## src/hw/afx_cfg.svh

```systemverilog
// Register map, field positions, reset values and timing counts of the buffer controller.
`ifndef AFX_CFG_SVH
`define AFX_CFG_SVH
// ****************************************************************
// Register offsets
// ****************************************************************
`define AFX_OFS_CTRL 8'h00
`define AFX_OFS_CMD 8'h04
`define AFX_OFS_WDATA 8'h08
`define AFX_OFS_RDATA 8'h0C
`define AFX_OFS_STATUS 8'h10
// ****************************************************************
// Field positions and reset values
// ****************************************************************
`define AFX_CTRL_MODE_LSB 0
`define AFX_CTRL_MODE_MSB 1
`define AFX_CTRL_RESET 2'h0
`define AFX_CMD_INIT 0
`define AFX_CMD_REWIND 1
`define AFX_CMD_READ 2
`define AFX_ST_BUSY 0
`define AFX_ST_EMPTY_N 1
`define AFX_ST_FULL_N 2
`define AFX_ST_HALF_N 3
`define AFX_ST_RVALID 4
`define AFX_ST_REFUSED 5
`define AFX_ST_OVERRUN 6
// ****************************************************************
// Timing in ns and derived cycle counts
// ****************************************************************
`define AFX_CLK_NS 50
`define AFX_T_STROBE_NS 35
`define AFX_T_ACCESS_NS 25
`define AFX_T_INIT_NS 35
`define AFX_T_RECOVER_NS 35
`define AFX_STROBE_CYC ((`AFX_T_STROBE_NS + `AFX_CLK_NS - 1) / `AFX_CLK_NS)
`define AFX_ACCESS_CYC ((`AFX_T_ACCESS_NS + `AFX_CLK_NS - 1) / `AFX_CLK_NS)
`define AFX_INIT_CYC ((`AFX_T_INIT_NS + `AFX_CLK_NS - 1) / `AFX_CLK_NS)
`define AFX_RECOVER_CYC ((`AFX_T_RECOVER_NS + `AFX_CLK_NS - 1) / `AFX_CLK_NS)
`endif

```

## src/hw/afx_pkg.sv

```systemverilog
// Types shared by the buffer controller modules.
package afx_pkg;
   typedef enum logic [1:0] {
      AFX_MODE_SINGLE,
      AFX_MODE_WIDTH,
      AFX_MODE_DEPTH
   } afx_mode_t;
   typedef enum logic [2:0] {
      AFX_ST_IDLE,
      AFX_ST_WAIT_WR,
      AFX_ST_WRITE,
      AFX_ST_WAIT_RD,
      AFX_ST_READ,
      AFX_ST_INIT,
      AFX_ST_REWIND
   } afx_state_t;
   typedef enum logic [1:0] {
      AFX_PL_IDLE,
      AFX_PL_LOW,
      AFX_PL_REC
   } afx_pulse_t;
endpackage

```

## src/hw/afx_strobe_if.sv

```systemverilog
// Link between the controller sequencer and its strobe pulser.
interface afx_strobe_if;
   logic start;
   logic [7:0] len_low;
   logic [7:0] len_rec;
   logic strobe_n;
   logic sample;
   logic done;
   modport pulser(input start, input len_low, input len_rec,
                  output strobe_n, output sample, output done);
   modport seq(output start, output len_low, output len_rec,
               input strobe_n, input sample, input done);
endinterface

```

## src/hw/afx_ctrl.sv

```systemverilog
// Host controller that drives one or more asynchronous nine-bit buffers through their pins.
// Functional notes
// Single mode ties chain inputs low.
// Depth cascade: exactly one first-load select low.
// Depth cascade: all other first-load selects high.
// Chain outputs feed next chain inputs, ring.
// Depth composite flags are OR of active-low flags.
// Depth cascade offers no rewind, no half flag.
// Width mode shares controls, flags from one device.
// Paired buffers may use either expansion.
// Read flow-through drives word after write edge.
// Flow-through word held until read strobe rises.
// Write flow-through: full re-asserts, store on rise.
// Write strobe toggles only while not full.
// Single/width reset zeroes pointers, sets flags.
// Rewind returns read pointer, keeps write pointer.
// Pointers advance only while their flag high.
// Depth reset zeroes pointers regardless of first-load.
// Chain output pulses at last location.
// Full flag low when write trails read.
// Empty flag low when pointers equal.
// Half flag low past half, released on read.
// Only token-holding devices accept writes or reads.
// Pointers wrap; occupancy is modular difference.
//
// The plain strobed port and the register offsets were left to the implementer.
`include "afx_cfg.svh"
module afx_ctrl #(
   parameter int NDEV = 2,
   parameter int DW = 9,
   parameter logic [7:0] STROBE_CYC = 8'(`AFX_STROBE_CYC),
   parameter logic [7:0] ACCESS_CYC = 8'(`AFX_ACCESS_CYC),
   parameter logic [7:0] INIT_CYC = 8'(`AFX_INIT_CYC),
   parameter logic [7:0] RECOVER_CYC = 8'(`AFX_RECOVER_CYC)
) (
   input wire logic clock_i,
   input wire logic reset_i,
   input wire logic [7:0] addr_i,
   input wire logic [31:0] wdata_i,
   input wire logic wr_i,
   input wire logic rd_i,
   output logic [31:0] rdata_o,
   output logic init_n_o,
   output logic wr_n_o,
   output logic rd_n_o,
   output logic [NDEV-1:0] chain_in_n_o,
   output logic [NDEV-1:0] rewind_first_load_n_o,
   input wire logic [NDEV-1:0] chain_out_n_i,
   input wire logic [NDEV-1:0] empty_flag_n_i,
   input wire logic [NDEV-1:0] full_flag_n_i,
   output logic [DW*NDEV-1:0] din_o,
   input wire logic [DW*NDEV-1:0] dout_i
);
   import afx_pkg::*;
   localparam logic [NDEV-1:0] FIRST_MASK = NDEV'(1);
   afx_strobe_if sif();
   afx_mode_t mode_r, mode_nxt;
   afx_state_t state_r, state_nxt;
   logic [DW*NDEV-1:0] wword_r, wword_nxt;
   logic [DW*NDEV-1:0] rword_r, rword_nxt;
   logic rvalid_r, rvalid_nxt;
   logic refused_r, refused_nxt;
   logic overrun_r, overrun_nxt;
   logic [31:0] rdata_r, rdata_nxt;
   logic empty_c, full_c, half_c, depth_c;
   logic cmd_wr, wd_wr, st_wr, init_req, taken;
   logic [31:0] status_c;
   // ****************************************************************
   // Composite flags and chain routing
   // ****************************************************************
   assign depth_c = (mode_r == AFX_MODE_DEPTH);
   // In depth mode a composite flag is low only once every device reports it low.
   assign empty_c = depth_c ? (|empty_flag_n_i) : empty_flag_n_i[0];
   assign full_c = depth_c ? (|full_flag_n_i) : full_flag_n_i[0];
   // The half flag shares its pin with the chain output, so it means nothing in depth mode.
   assign half_c = depth_c ? 1'b1 : chain_out_n_i[0];
   genvar gi;
   generate
      for (gi = 0; gi < NDEV; gi++) begin : g_dev
         assign chain_in_n_o[gi] = depth_c ? chain_out_n_i[(gi + NDEV - 1) % NDEV] : 1'b0;
         assign rewind_first_load_n_o[gi] = depth_c ? (gi != 0) :
            ((state_r == AFX_ST_REWIND) ? sif.strobe_n : 1'b1);
         ring_link_a: assert property (@(posedge clock_i) disable iff (reset_i)
            depth_c |-> (chain_in_n_o[gi] == chain_out_n_i[(gi + NDEV - 1) % NDEV]))
            else $error("Chain input not fed from previous device.");
      end
   endgenerate
   // ****************************************************************
   // Strobe routing
   // ****************************************************************
   // One pulser serves every strobe, so write, read, reset and rewind can never overlap.
   assign wr_n_o = (state_r == AFX_ST_WRITE) ? sif.strobe_n : 1'b1;
   assign rd_n_o = (state_r == AFX_ST_READ) ? sif.strobe_n : 1'b1;
   assign init_n_o = (state_r == AFX_ST_INIT) ? sif.strobe_n : 1'b1;
   assign din_o = wword_r;
   afx_strobe u_strobe (
      .clock_i(clock_i),
      .reset_i(reset_i),
      .pl(sif.pulser)
   );
   // ****************************************************************
   // Sequencer and registers
   // ****************************************************************
   assign cmd_wr = wr_i && (addr_i == `AFX_OFS_CMD);
   assign wd_wr = wr_i && (addr_i == `AFX_OFS_WDATA);
   assign st_wr = wr_i && (addr_i == `AFX_OFS_STATUS);
   assign init_req = cmd_wr && wdata_i[`AFX_CMD_INIT];
   always_comb begin
      status_c = 32'h0000_0000;
      status_c[`AFX_ST_BUSY] = (state_r != AFX_ST_IDLE);
      status_c[`AFX_ST_EMPTY_N] = empty_c;
      status_c[`AFX_ST_FULL_N] = full_c;
      status_c[`AFX_ST_HALF_N] = half_c;
      status_c[`AFX_ST_RVALID] = rvalid_r;
      status_c[`AFX_ST_REFUSED] = refused_r;
      status_c[`AFX_ST_OVERRUN] = overrun_r;
   end
   always_comb begin
      state_nxt = state_r;
      mode_nxt = mode_r;
      wword_nxt = wword_r;
      rword_nxt = rword_r;
      rdata_nxt = 32'h0000_0000;
      taken = 1'b0;
      sif.start = 1'b0;
      sif.len_low = STROBE_CYC;
      sif.len_rec = RECOVER_CYC;
      rvalid_nxt = rvalid_r;
      refused_nxt = refused_r;
      overrun_nxt = overrun_r;
      if (wr_i && (addr_i == `AFX_OFS_CTRL)) begin
         case (wdata_i[`AFX_CTRL_MODE_MSB:`AFX_CTRL_MODE_LSB])
            2'h1: mode_nxt = AFX_MODE_WIDTH;
            2'h2: mode_nxt = AFX_MODE_DEPTH;
            default: mode_nxt = AFX_MODE_SINGLE;
         endcase
      end
      // A pending wait may be broken off by a device reset, which brings the flags back.
      if (init_req && (state_r == AFX_ST_IDLE || state_r == AFX_ST_WAIT_WR ||
          state_r == AFX_ST_WAIT_RD)) begin
         taken = 1'b1;
         sif.start = 1'b1;
         sif.len_low = INIT_CYC;
         state_nxt = AFX_ST_INIT;
      end else begin
         case (state_r)
            AFX_ST_IDLE: begin
               if (cmd_wr && wdata_i[`AFX_CMD_REWIND]) begin
                  taken = 1'b1;
                  if (depth_c) begin
                     refused_nxt = 1'b1;
                  end else begin
                     sif.start = 1'b1;
                     state_nxt = AFX_ST_REWIND;
                  end
               end else if (cmd_wr && wdata_i[`AFX_CMD_READ]) begin
                  taken = 1'b1;
                  state_nxt = AFX_ST_WAIT_RD;
               end else if (wd_wr) begin
                  taken = 1'b1;
                  wword_nxt = wdata_i[DW*NDEV-1:0];
                  if (depth_c) begin
                     wword_nxt = {NDEV{wdata_i[DW-1:0]}};
                  end
                  state_nxt = AFX_ST_WAIT_WR;
               end
            end
            AFX_ST_WAIT_WR: begin
               if (full_c) begin
                  sif.start = 1'b1;
                  state_nxt = AFX_ST_WRITE;
               end
            end
            AFX_ST_WAIT_RD: begin
               if (empty_c) begin
                  sif.start = 1'b1;
                  sif.len_low = (ACCESS_CYC > STROBE_CYC) ? ACCESS_CYC : STROBE_CYC;
                  state_nxt = AFX_ST_READ;
               end
            end
            AFX_ST_WRITE, AFX_ST_READ, AFX_ST_INIT, AFX_ST_REWIND: begin
               if (sif.done) begin
                  state_nxt = AFX_ST_IDLE;
               end
            end
            default: begin
               state_nxt = AFX_ST_IDLE;
            end
         endcase
      end
      // The word is taken in the last low cycle, after the access delay and before the rise.
      if (rd_i && (addr_i == `AFX_OFS_RDATA)) begin
         rvalid_nxt = 1'b0;
      end
      if ((state_r == AFX_ST_READ) && sif.sample) begin
         rword_nxt = dout_i;
         if (depth_c) begin
            rword_nxt = '0;
            rword_nxt[DW-1:0] = dout_i[DW-1:0];
         end
         rvalid_nxt = 1'b1;
      end
      if (st_wr && wdata_i[`AFX_ST_REFUSED]) begin
         refused_nxt = 1'b0;
      end
      if (st_wr && wdata_i[`AFX_ST_OVERRUN]) begin
         overrun_nxt = 1'b0;
      end
      if ((cmd_wr || wd_wr) && !taken) begin
         overrun_nxt = 1'b1;
      end
      if (rd_i) begin
         case (addr_i)
            `AFX_OFS_CTRL: rdata_nxt = {30'h0000_0000, mode_r};
            `AFX_OFS_WDATA: rdata_nxt = 32'(wword_r);
            `AFX_OFS_RDATA: rdata_nxt = 32'(rword_r);
            `AFX_OFS_STATUS: rdata_nxt = status_c;
            default: rdata_nxt = 32'h0000_0000;
         endcase
      end
   end
   always_ff @(posedge clock_i or posedge reset_i) begin
      if (reset_i) begin
         state_r <= AFX_ST_IDLE;
         mode_r <= afx_mode_t'(`AFX_CTRL_RESET);
         wword_r <= '0;
         rword_r <= '0;
         rvalid_r <= 1'b0;
         refused_r <= 1'b0;
         overrun_r <= 1'b0;
         rdata_r <= 32'h0000_0000;
      end else begin
         state_r <= state_nxt;
         mode_r <= mode_nxt;
         wword_r <= wword_nxt;
         rword_r <= rword_nxt;
         rvalid_r <= rvalid_nxt;
         refused_r <= refused_nxt;
         overrun_r <= overrun_nxt;
         rdata_r <= rdata_nxt;
      end
   end
   assign rdata_o = rdata_r;
   // ****************************************************************
   // Checks
   // ****************************************************************
   single_chain_a: assert property (@(posedge clock_i) disable iff (reset_i)
      !depth_c |-> (chain_in_n_o == '0))
      else $error("Chain input not grounded outside depth mode.");
   first_sel_a: assert property (@(posedge clock_i) disable iff (reset_i)
      depth_c |-> !rewind_first_load_n_o[0])
      else $error("First device not selected in depth mode.");
   other_sel_a: assert property (@(posedge clock_i) disable iff (reset_i)
      depth_c |-> ((rewind_first_load_n_o | FIRST_MASK) == {NDEV{1'b1}}))
      else $error("A later device has first-load selected.");
   write_gate_a: assert property (@(posedge clock_i) disable iff (reset_i)
      $fell(wr_n_o) |-> $past(full_c))
      else $error("Write strobe fell while full.");
   depth_wr_a: assert property (@(posedge clock_i) disable iff (reset_i)
      ($fell(wr_n_o) && depth_c) |-> $past(|full_flag_n_i))
      else $error("Depth write with every device full.");
   depth_rd_a: assert property (@(posedge clock_i) disable iff (reset_i)
      ($fell(rd_n_o) && depth_c) |-> $past(|empty_flag_n_i))
      else $error("Depth read with every device empty.");
   width_flags_a: assert property (@(posedge clock_i) disable iff (reset_i)
      ($fell(rd_n_o) && !depth_c) |-> $past(empty_flag_n_i[0]))
      else $error("Read started while first device empty.");
   strobe_excl_a: assert property (@(posedge clock_i) disable iff (reset_i)
      !(!wr_n_o && !rd_n_o) && (init_n_o || (wr_n_o && rd_n_o)))
      else $error("Strobes overlap.");
   rewind_refuse_a: assert property (@(posedge clock_i) disable iff (reset_i)
      (depth_c && cmd_wr && wdata_i[`AFX_CMD_REWIND] && !init_req &&
       state_r == AFX_ST_IDLE) |=> (refused_r && state_r == AFX_ST_IDLE))
      else $error("Rewind not refused in depth mode.");
   read_capture_a: assert property (@(posedge clock_i) disable iff (reset_i)
      ((state_r == AFX_ST_READ) && sif.sample) |=> (rvalid_r && rd_n_o))
      else $error("Read word not captured at strobe rise.");
   // ****************************************************************
   // Link checks
   // ****************************************************************
   // The device latches the word on the rising strobe, so it must not move while low.
   wr_data_a: assert property (@(posedge clock_i) disable iff (reset_i)
      !wr_n_o |-> $stable(din_o))
      else $error("Write word changed under a low strobe.");
   // Composite empty counts in depth mode, the first device's flag otherwise.
   rd_gate_a: assert property (@(posedge clock_i) disable iff (reset_i)
      $fell(rd_n_o) |-> $past(empty_c))
      else $error("Read strobe fell while empty.");
   rd_sample_a: assert property (@(posedge clock_i) disable iff (reset_i)
      ((state_r == AFX_ST_READ) && sif.sample) |-> !rd_n_o)
      else $error("Read word sampled after the strobe rose.");
   // Init may cut a wait short, so its pulse must follow the very next edge.
   init_first_a: assert property (@(posedge clock_i) disable iff (reset_i)
      (init_req && (state_r == AFX_ST_IDLE || state_r == AFX_ST_WAIT_WR ||
       state_r == AFX_ST_WAIT_RD)) |=> !init_n_o)
      else $error("Accepted device reset gave no low pulse.");
   rewind_pins_a: assert property (@(posedge clock_i) disable iff (reset_i)
      (!depth_c && !rewind_first_load_n_o[0]) |->
      ((rewind_first_load_n_o == '0) && wr_n_o && rd_n_o && init_n_o))
      else $error("Rewind pulse not on every device alone.");
   depth_rewind_a: assert property (@(posedge clock_i) disable iff (reset_i)
      depth_c |-> (state_r != AFX_ST_REWIND))
      else $error("Rewind pulse issued in depth mode.");
   op_end_a: assert property (@(posedge clock_i) disable iff (reset_i)
      ((state_r == AFX_ST_WRITE) && sif.done) |=> (wr_n_o && state_r == AFX_ST_IDLE))
      else $error("Write did not end after its recovery.");
endmodule // afx_ctrl

```

## src/hw/afx_strobe.sv

```systemverilog
// Active-low strobe pulser with a low phase and a recovery phase.
module afx_strobe (
   input wire logic clock_i,
   input wire logic reset_i,
   afx_strobe_if.pulser pl
);
   import afx_pkg::*;
   afx_pulse_t state_r, state_nxt;
   logic [7:0] cnt_r, cnt_nxt;
   logic strobe_n_r, strobe_n_nxt;
   // ****************************************************************
   // Pulse sequence
   // ****************************************************************
   // Lengths below one cycle are never requested, so the count cannot wrap.
   always_comb begin
      state_nxt = state_r;
      cnt_nxt = cnt_r;
      case (state_r)
         AFX_PL_IDLE: begin
            if (pl.start) begin
               state_nxt = AFX_PL_LOW;
               cnt_nxt = pl.len_low - 8'h01;
            end
         end
         AFX_PL_LOW: begin
            if (cnt_r == 8'h00) begin
               state_nxt = AFX_PL_REC;
               cnt_nxt = pl.len_rec - 8'h01;
            end else begin
               cnt_nxt = cnt_r - 8'h01;
            end
         end
         AFX_PL_REC: begin
            if (cnt_r == 8'h00) begin
               state_nxt = AFX_PL_IDLE;
            end else begin
               cnt_nxt = cnt_r - 8'h01;
            end
         end
         default: begin
            state_nxt = AFX_PL_IDLE;
         end
      endcase
      strobe_n_nxt = (state_nxt != AFX_PL_LOW);
   end
   always_ff @(posedge clock_i or posedge reset_i) begin
      if (reset_i) begin
         state_r <= AFX_PL_IDLE;
         cnt_r <= 8'h00;
         strobe_n_r <= 1'b1;
      end else begin
         state_r <= state_nxt;
         cnt_r <= cnt_nxt;
         strobe_n_r <= strobe_n_nxt;
      end
   end
   assign pl.strobe_n = strobe_n_r;
   assign pl.sample = (state_r == AFX_PL_LOW) && (cnt_r == 8'h00);
   assign pl.done = (state_r == AFX_PL_REC) && (cnt_r == 8'h00);
   // ****************************************************************
   // Checks
   // ****************************************************************
   sample_low_a: assert property (@(posedge clock_i) disable iff (reset_i)
      pl.sample |=> pl.strobe_n)
      else $error("Strobe still low after its sample cycle.");
endmodule // afx_strobe

```

## config.mk

```make
export PLATFORM = sky130hd
export DESIGN_NAME = afx_ctrl
export DESIGN_NICKNAME = d
export VERILOG_FILES = /design/src/hw/afx_pkg.sv /design/src/hw/afx_strobe_if.sv /design/src/hw/afx_ctrl.sv /design/src/hw/afx_strobe.sv
export VERILOG_INCLUDE_DIRS = /design/src /design/src/hw
export SDC_FILE = /design/constraint.sdc
export NUM_CORES = 1
export LEC_CHECK = 0
export BUFFER_PORTS_ARGS = -buffer_cell sky130_fd_sc_hd__buf_2
export CAP_MARGIN = 5
export CORE_ASPECT_RATIO = 0.9
export CORE_MARGIN = 4
export CORE_UTILIZATION = 54
export CTS_CLUSTER_SIZE = 10
export DETAILED_ROUTE_END_ITERATION = 10
export HOLD_SLACK_MARGIN = 0.08
export PLACE_DENSITY = 0.82
export SLEW_MARGIN = 20
export SYNTH_ARGS = -nofsm -noshare
export SYNTH_HDL_FRONTEND = slang
export SYNTH_SLANG_ARGS = --single-unit
```

## constraint.sdc

```tcl
create_clock -name clock_i -period 3.3 [get_ports clock_i]
set_input_delay 0.33 -clock clock_i [delete_from_list [all_inputs] [get_ports clock_i]]
set_output_delay 0.33 -clock clock_i [all_outputs]
set_load 0.01 [all_outputs]
```

==> impl_metrics.env, run 1 <==
export IMPL_outcome="finished clean"
export IMPL_port_buffers=96
export IMPL_synthDistinctLibCells=54
export IMPL_worst_slew_pin_slew_ps=805.9
export IMPL_grt_pass1_wl_mm=15.53
export IMPL_syn_area_per_cell_um2=9.546
export IMPL_yosysTopAreaCellShare_pct=48.52
export IMPL_required_ps=3520
export IMPL_fin_crit_sh_pct=74.72
export IMPL_cts_resized_gates=0
export IMPL_p_per_area_nw_per_um2=638.6
export IMPL_wl_mm=9.705
export IMPL_vias=3289
export IMPL_via_per_inst=5.680
export IMPL_post_cts_buffers=0
export IMPL_final_common_cell="buf_2"
export IMPL_clock_path_buffers=2
export IMPL_drt_iter0_markers=239
export IMPL_path_max_fanout=9
export IMPL_tritoncts="done"
export IMPL_grt_pass1_vias=3192
export IMPL_dp_hpwl_mm=6.821
export IMPL_hold_viol_final=0
export IMPL_clk_latency_ps=350
export IMPL_syn_to_final_growth_pct=20.08
export IMPL_htree_levels=3
export IMPL_cp_arrival_ps=2690
export IMPL_antenna_found_initial=0
export IMPL_die_width_um=95.42
export IMPL_final_cell_mix="96 x buf_2, 72 x dfrtp_1, 64 x nand2_1"
export IMPL_slew_headroom_pct=46.20
export IMPL_fin_setup_tns_ps=0
export IMPL_io_pins=125
export IMPL_ant_nets=0
export IMPL_fin_crit_ps=2466
export IMPL_syn_cell_area_um2=3714
export IMPL_antenna_cells=0
export IMPL_cts_buffers=9
export IMPL_rsz0062_at_grt="false"
export IMPL_overflow=0
export IMPL_fmax_ghz=0.4055
export IMPL_row_count=28
export IMPL_placedInstanceArea_um2=4234
export IMPL_clock_sinks=73
export IMPL_die_area_um2=8270
export IMPL_clk_pin_slew_worst_paths_ps=90
export IMPL_synth_ff_type="dfrtp_1"
export IMPL_hp_class="in -> async"
export IMPL_cts_root_buffer="clkbuf_8"
export IMPL_post_route_util_pct=67.35
export IMPL_gp_congestion=0.8965
export IMPL_start_kind="flip-flop"
export IMPL_synth_area_leader_cell="dfrtp_1"
export IMPL_layout_drive_gt1_share_pct=30.47
export IMPL_syn_instance_count=389
export IMPL_synthTopCellsByArea="dfrtp_1 49%, nand2_1 6.5%, mux2_2 5.5%"
export IMPL_setup_violations=0
export IMPL_ir_drop_mv=0.4792
export IMPL_instances_no_fill=579
export IMPL_maxCapViolCount=0
export IMPL_synth_edf_count=0
export IMPL_yosysSeqAreaShare_pct=49.23
export IMPL_drv_slew=0
export IMPL_total_power_w=0.002848
export IMPL_critical_path_endpoint_type="flip-flop"
export IMPL_power_leakage_nw=2.208
export IMPL_core_um2=6621
export IMPL_post_drt_wl_per_cell_um=16.76
export IMPL_first_pass_iters=6
export IMPL_grt_start_max_net_pins=41
export IMPL_stdcell_area_um2=4459
export IMPL_grt_usage_pct=24.57
export IMPL_hold_buffers=0
export IMPL_yosys_register_bits=73
export IMPL_route_detailed_drc=0
export IMPL_yosysWarnings=0
export IMPL_dieHeight_um=86.67
export IMPL_dp_cells=563
export IMPL_fin_nets=559
export IMPL_start_util_pct=56.08
export IMPL_async_reset_ff_share_pct=100.0
export IMPL_crit_type="reg -> reg"
export IMPL_clock_skew_final_ps=12.60
critical path: stages (launching register included):
cell,delay [ps]
dfrtp_1,420
nor3_1,470
and4b_1,430
a2bb2oi_1,610
a31oi_1,90
o31ai_1,230
o31ai_1,100
cell type report:
type                       count  area, um^2
clock buffer                   9       123.9
multi-input combinational    287        1719
fill                         536        2162
inverter                       9       33.78
timing repair buffer         104       540.5
sequential                    73        1828
clock inverter                 7       101.3
tap                           90       112.6
registers in the layout (all words and copies together) (netlist names):
name / cells
state_r: 3
rvalid_r: 1
refused_r: 1
u_strobe.state_r: 2
rword_r: 18
u_strobe.cnt_r: 8
overrun_r: 1
mode_r: 2
rdata_o: 18
u_strobe.pl.strobe_n: 1
din_o: 18
per-layer routing:
metal / GRT usage, % / share of wire, % / vias to the layer above
met5: 0 / 0 / -
met4: 8.786 / 1.4 / 0
met3: 5.122 / 9.8 / 17
met2: 38.08 / 48 / 167
met1: 34.38 / 41 / 1570
li1: - / - / 1535
cell usage after synthesis (3+ instances only):
library cell   n
and3_1         3
a22oi_1       14
a31oi_1       16
and2_1         3
nand2b_1       8
nand2_1       64
o31ai_1        5
nor2_1        42
ha_1           7
a222oi_1       3
nor3_1         5
clkbuf_1      16
mux2_2        18
o21ai_0       23
buf_4         15
dfrtp_1       72
inv_1          9
nor2b_1        3
nand3_1        6
a21oi_1       14
logic make-up after synthesis:
group,count (synthesis),synth area share (%)
and+or+nand+nor,153,20.22
AOI/OAI and AO/OA,93,16.31
DFF,73,49.23
buffers and inverters,42,5.795
muxes,20,5.997
adders and majority gates,7,2.358
other,1,0.1010
final timing paths:
check                                                 end  depth (start not counted)  slack (ps)                     startpoint
max                         u_strobe.cnt_r[6]$_DFFE_PP0P_                          6         830  u_strobe.cnt_r[4]$_DFFE_PP0P_
min                                 rdata_o[13]$_DFF_PP0_                          2         120                        reset_i
max reg2reg                 u_strobe.cnt_r[6]$_DFFE_PP0P_                          6         830  u_strobe.cnt_r[4]$_DFFE_PP0P_
min reg2reg                          rvalid_r$_DFFE_PP0P_                          2         490           rvalid_r$_DFFE_PP0P_
max in group asynchronous  u_strobe.pl.strobe_n$_DFF_PP1_                          3        2350                        reset_i
min in group clock_i              rword_r[12]$_DFFE_PP0P_                          3         210                     dout_i[12]
where the power goes:
| part | internal, W | total [W] | leakage [nW] | switching [W] |
|---|---|---|---|---|
| registers | 0.00108 | 0.00122 | 0.944 | 0.000146 |
| clock network | 0.000432 | 0.000796 | 0.106 | 0.000364 |
| logic | 0.000344 | 0.000828 | 1.16 | 0.000484 |
through the flow:
stage | hold WS [ps] | worst slack [ps]
after floorplan | 427.4 | 985.4
after global placement | 462.4 | 857.0
after detailed placement | 462.3 | 800.1
after CTS | 138.9 | 841.5
after global routing | 190.5 | 521.5
final | 122.4 | 834.1
Note: power is estimated with default switching activity, not from simulation.
==> run 2: changes to the inputs <==
- CORE_UTILIZATION: 54 -> 46
- PLACE_DENSITY: 0.82 -> 0.74
- clock period: 3.3 -> 2.1 ns (I/O delays scaled with it)
==> run 2 against run 1 <==
Against the previous run: die area up 16%; hold slack worse by 28 ps; largest power group unchanged; maximum frequency up 24%; non-clock buffer count grew 25; register-to-register slack worse by 720 ps; utilization shrank 5.8 points; clock skew decreased by 3.1 ps; clock power increased by 52%; total power increased by 66%; first-iteration DRC count decreased by 7.5%; critical path type unchanged.
==> impl_metrics.env, run 2 (synthesis gave the netlist of run 1 again) <==
export IMPL_placedInstanceArea_um2=4478
export IMPL_layout_drive_gt1_share_pct=34.31
export IMPL_start_util_pct=48.26
export IMPL_critPathTopFamily="simple AND/OR/NAND/NOR gates"
export IMPL_clk_latency_ps=340
export IMPL_row_count=30
export IMPL_whs_path_depth=2
export IMPL_fin_nets=584
export IMPL_outcome="finished clean"
export IMPL_cp_slowest_cell="dfrtp_1"
export IMPL_crit_type="reg -> reg"
export IMPL_via_per_inst=5.437
export IMPL_cp_arrival_ps=2230
export IMPL_path_depth=6
export IMPL_port_buffers=96
export IMPL_dp_hpwl_mm=7.219
export IMPL_dieHeight_um=93.24
export IMPL_core_um2=7695
export IMPL_grt_pass1_wl_mm=15.35
export IMPL_antenna_cells=0
export IMPL_final_common_cell="buf_2"
export IMPL_hp_class="in -> reg"
export IMPL_maxCapViolCount=0
export IMPL_r2r_cells=6
export IMPL_syn_to_final_growth_pct=27.49
export IMPL_clk_pin_slew_worst_paths_ps=80
export IMPL_critical_path_endpoint_type="flip-flop"
export IMPL_start_kind="flip-flop"
export IMPL_cts_buffers=9
export IMPL_die_area_um2=9577
export IMPL_route_detailed_drc=0
export IMPL_die_width_um=102.7
export IMPL_drt_iter0_markers=221
export IMPL_stdcell_area_um2=4735
export IMPL_path_cells="nor3_2 -> a31oi_1 -> nor4b_4 -> o31ai_4 -> or2_4 -> o31ai_1"
export IMPL_path_max_fanout=10
export IMPL_required_ps=2350
export IMPL_overflow=0
export IMPL_clock_sinks=73
export IMPL_clock_skew_final_ps=9.511
export IMPL_antenna_found_initial=0
export IMPL_grt_start_max_net_pins=74
export IMPL_vias=3311
export IMPL_first_pass_iters=7
export IMPL_ant_nets=0
export IMPL_p_per_area_nw_per_um2=996.0
export IMPL_hold_viol_final=0
export IMPL_wl_mm=9.853
export IMPL_cts_root_buffer="clkbuf_8"
export IMPL_htree_levels=3
export IMPL_crit_buf_inv=0
export IMPL_fin_crit_sh_pct=94.65
export IMPL_gp_congestion=0.8986
export IMPL_post_drt_wl_per_cell_um=16.18
export IMPL_slowest_delay_ps=500
export IMPL_ir_drop_mv=0.5092
export IMPL_clock_path_buffers=2
export IMPL_tritoncts="done"
export IMPL_fillers=662
export IMPL_grt_usage_pct=20.60
export IMPL_io_pins=125
export IMPL_final_cell_mix="96 x buf_2, 72 x dfrtp_1, 63 x nand2_1"
export IMPL_setup_violations=0
export IMPL_grt_pass1_vias=3156
export IMPL_drv_slew=0
export IMPL_fin_setup_tns_ps=0
export IMPL_fmax_ghz=0.5031
export IMPL_power_leakage_nw=2.347
export IMPL_fin_crit_ps=1988
## run 2: worst paths after layout
path	from	to	slack, ps
setup / recovery	state_r[1]$_DFFE_PP0P_	u_strobe.cnt_r[7]$_DFFE_PP0P_	110
hold / removal	dout_i[1]	rword_r[1]$_DFFE_PP0P_	90
setup reg to reg	state_r[1]$_DFFE_PP0P_	u_strobe.cnt_r[7]$_DFFE_PP0P_	110
hold reg to reg	rword_r[16]$_DFFE_PP0P_	rword_r[16]$_DFFE_PP0P_	490
max in group asynchronous	reset_i	din_o[8]$_DFFE_PP0P_	1300
min in group asynchronous	reset_i	u_strobe.state_r[0]$_DFF_PP0_	490
## run 2: cell type report
| cell class | count | area [um^2] | share of cell area (%) |
|---|---|---|---|
| inverter | 9 | 33.78 | 0.7135 |
| timing repair buffer | 129 | 783.3 | 16.54 |
| tap | 96 | 120.1 | 2.537 |
| clock buffer | 9 | 123.9 | 2.616 |
| clock inverter | 6 | 92.59 | 1.956 |
| multi-input combinational | 287 | 1753 | 37.02 |
| sequential | 73 | 1828 | 38.61 |
## run 2: what timing repair did
item | in CTS | in global routing
setup buffers | 0 | 1
endpoints found under the hold margin | 72 | 1
setup endpoints to repair | 0 | 6
resized for setup | 0 | 3
hold buffers | 1 | 1
## run 2: report_power, final
part,switching (W),internal (W)
Clock,0.000543,0.000668
Sequential,0.000209,0.00169
Combinational,0.000840,0.000762
## run 2: per-layer routing
metal / part of all wire, % / global-route usage [%] / vias up / routed length (um)
met5: 0 / 0 / - / 0
met4: 1.7 / 6.011 / 0 / 165
met3: 7.6 / 5.817 / 10 / 753
met2: 48 / 32.74 / 133 / 4720
met1: 43 / 27.36 / 1580 / 4214
li1: - / - / 1588 / -
## run 2: per-stage QoR
stage	hold WS [ps]	setup slack, ps	utilization [%]	std cells	total power [W]
finish	94.22	112.3	61.53	609	0.004716
global route	83.21	-2.738	61.53	609	0.004999
CTS	83.75	45.97	61.14	607	0.004694
detailed placement	326.4	-193.1	58.20	591	0.003477
global placement	323.2	-139.0	58.20	591	0.003417
floorplan	307.4	-35.58	-	402	0.002926
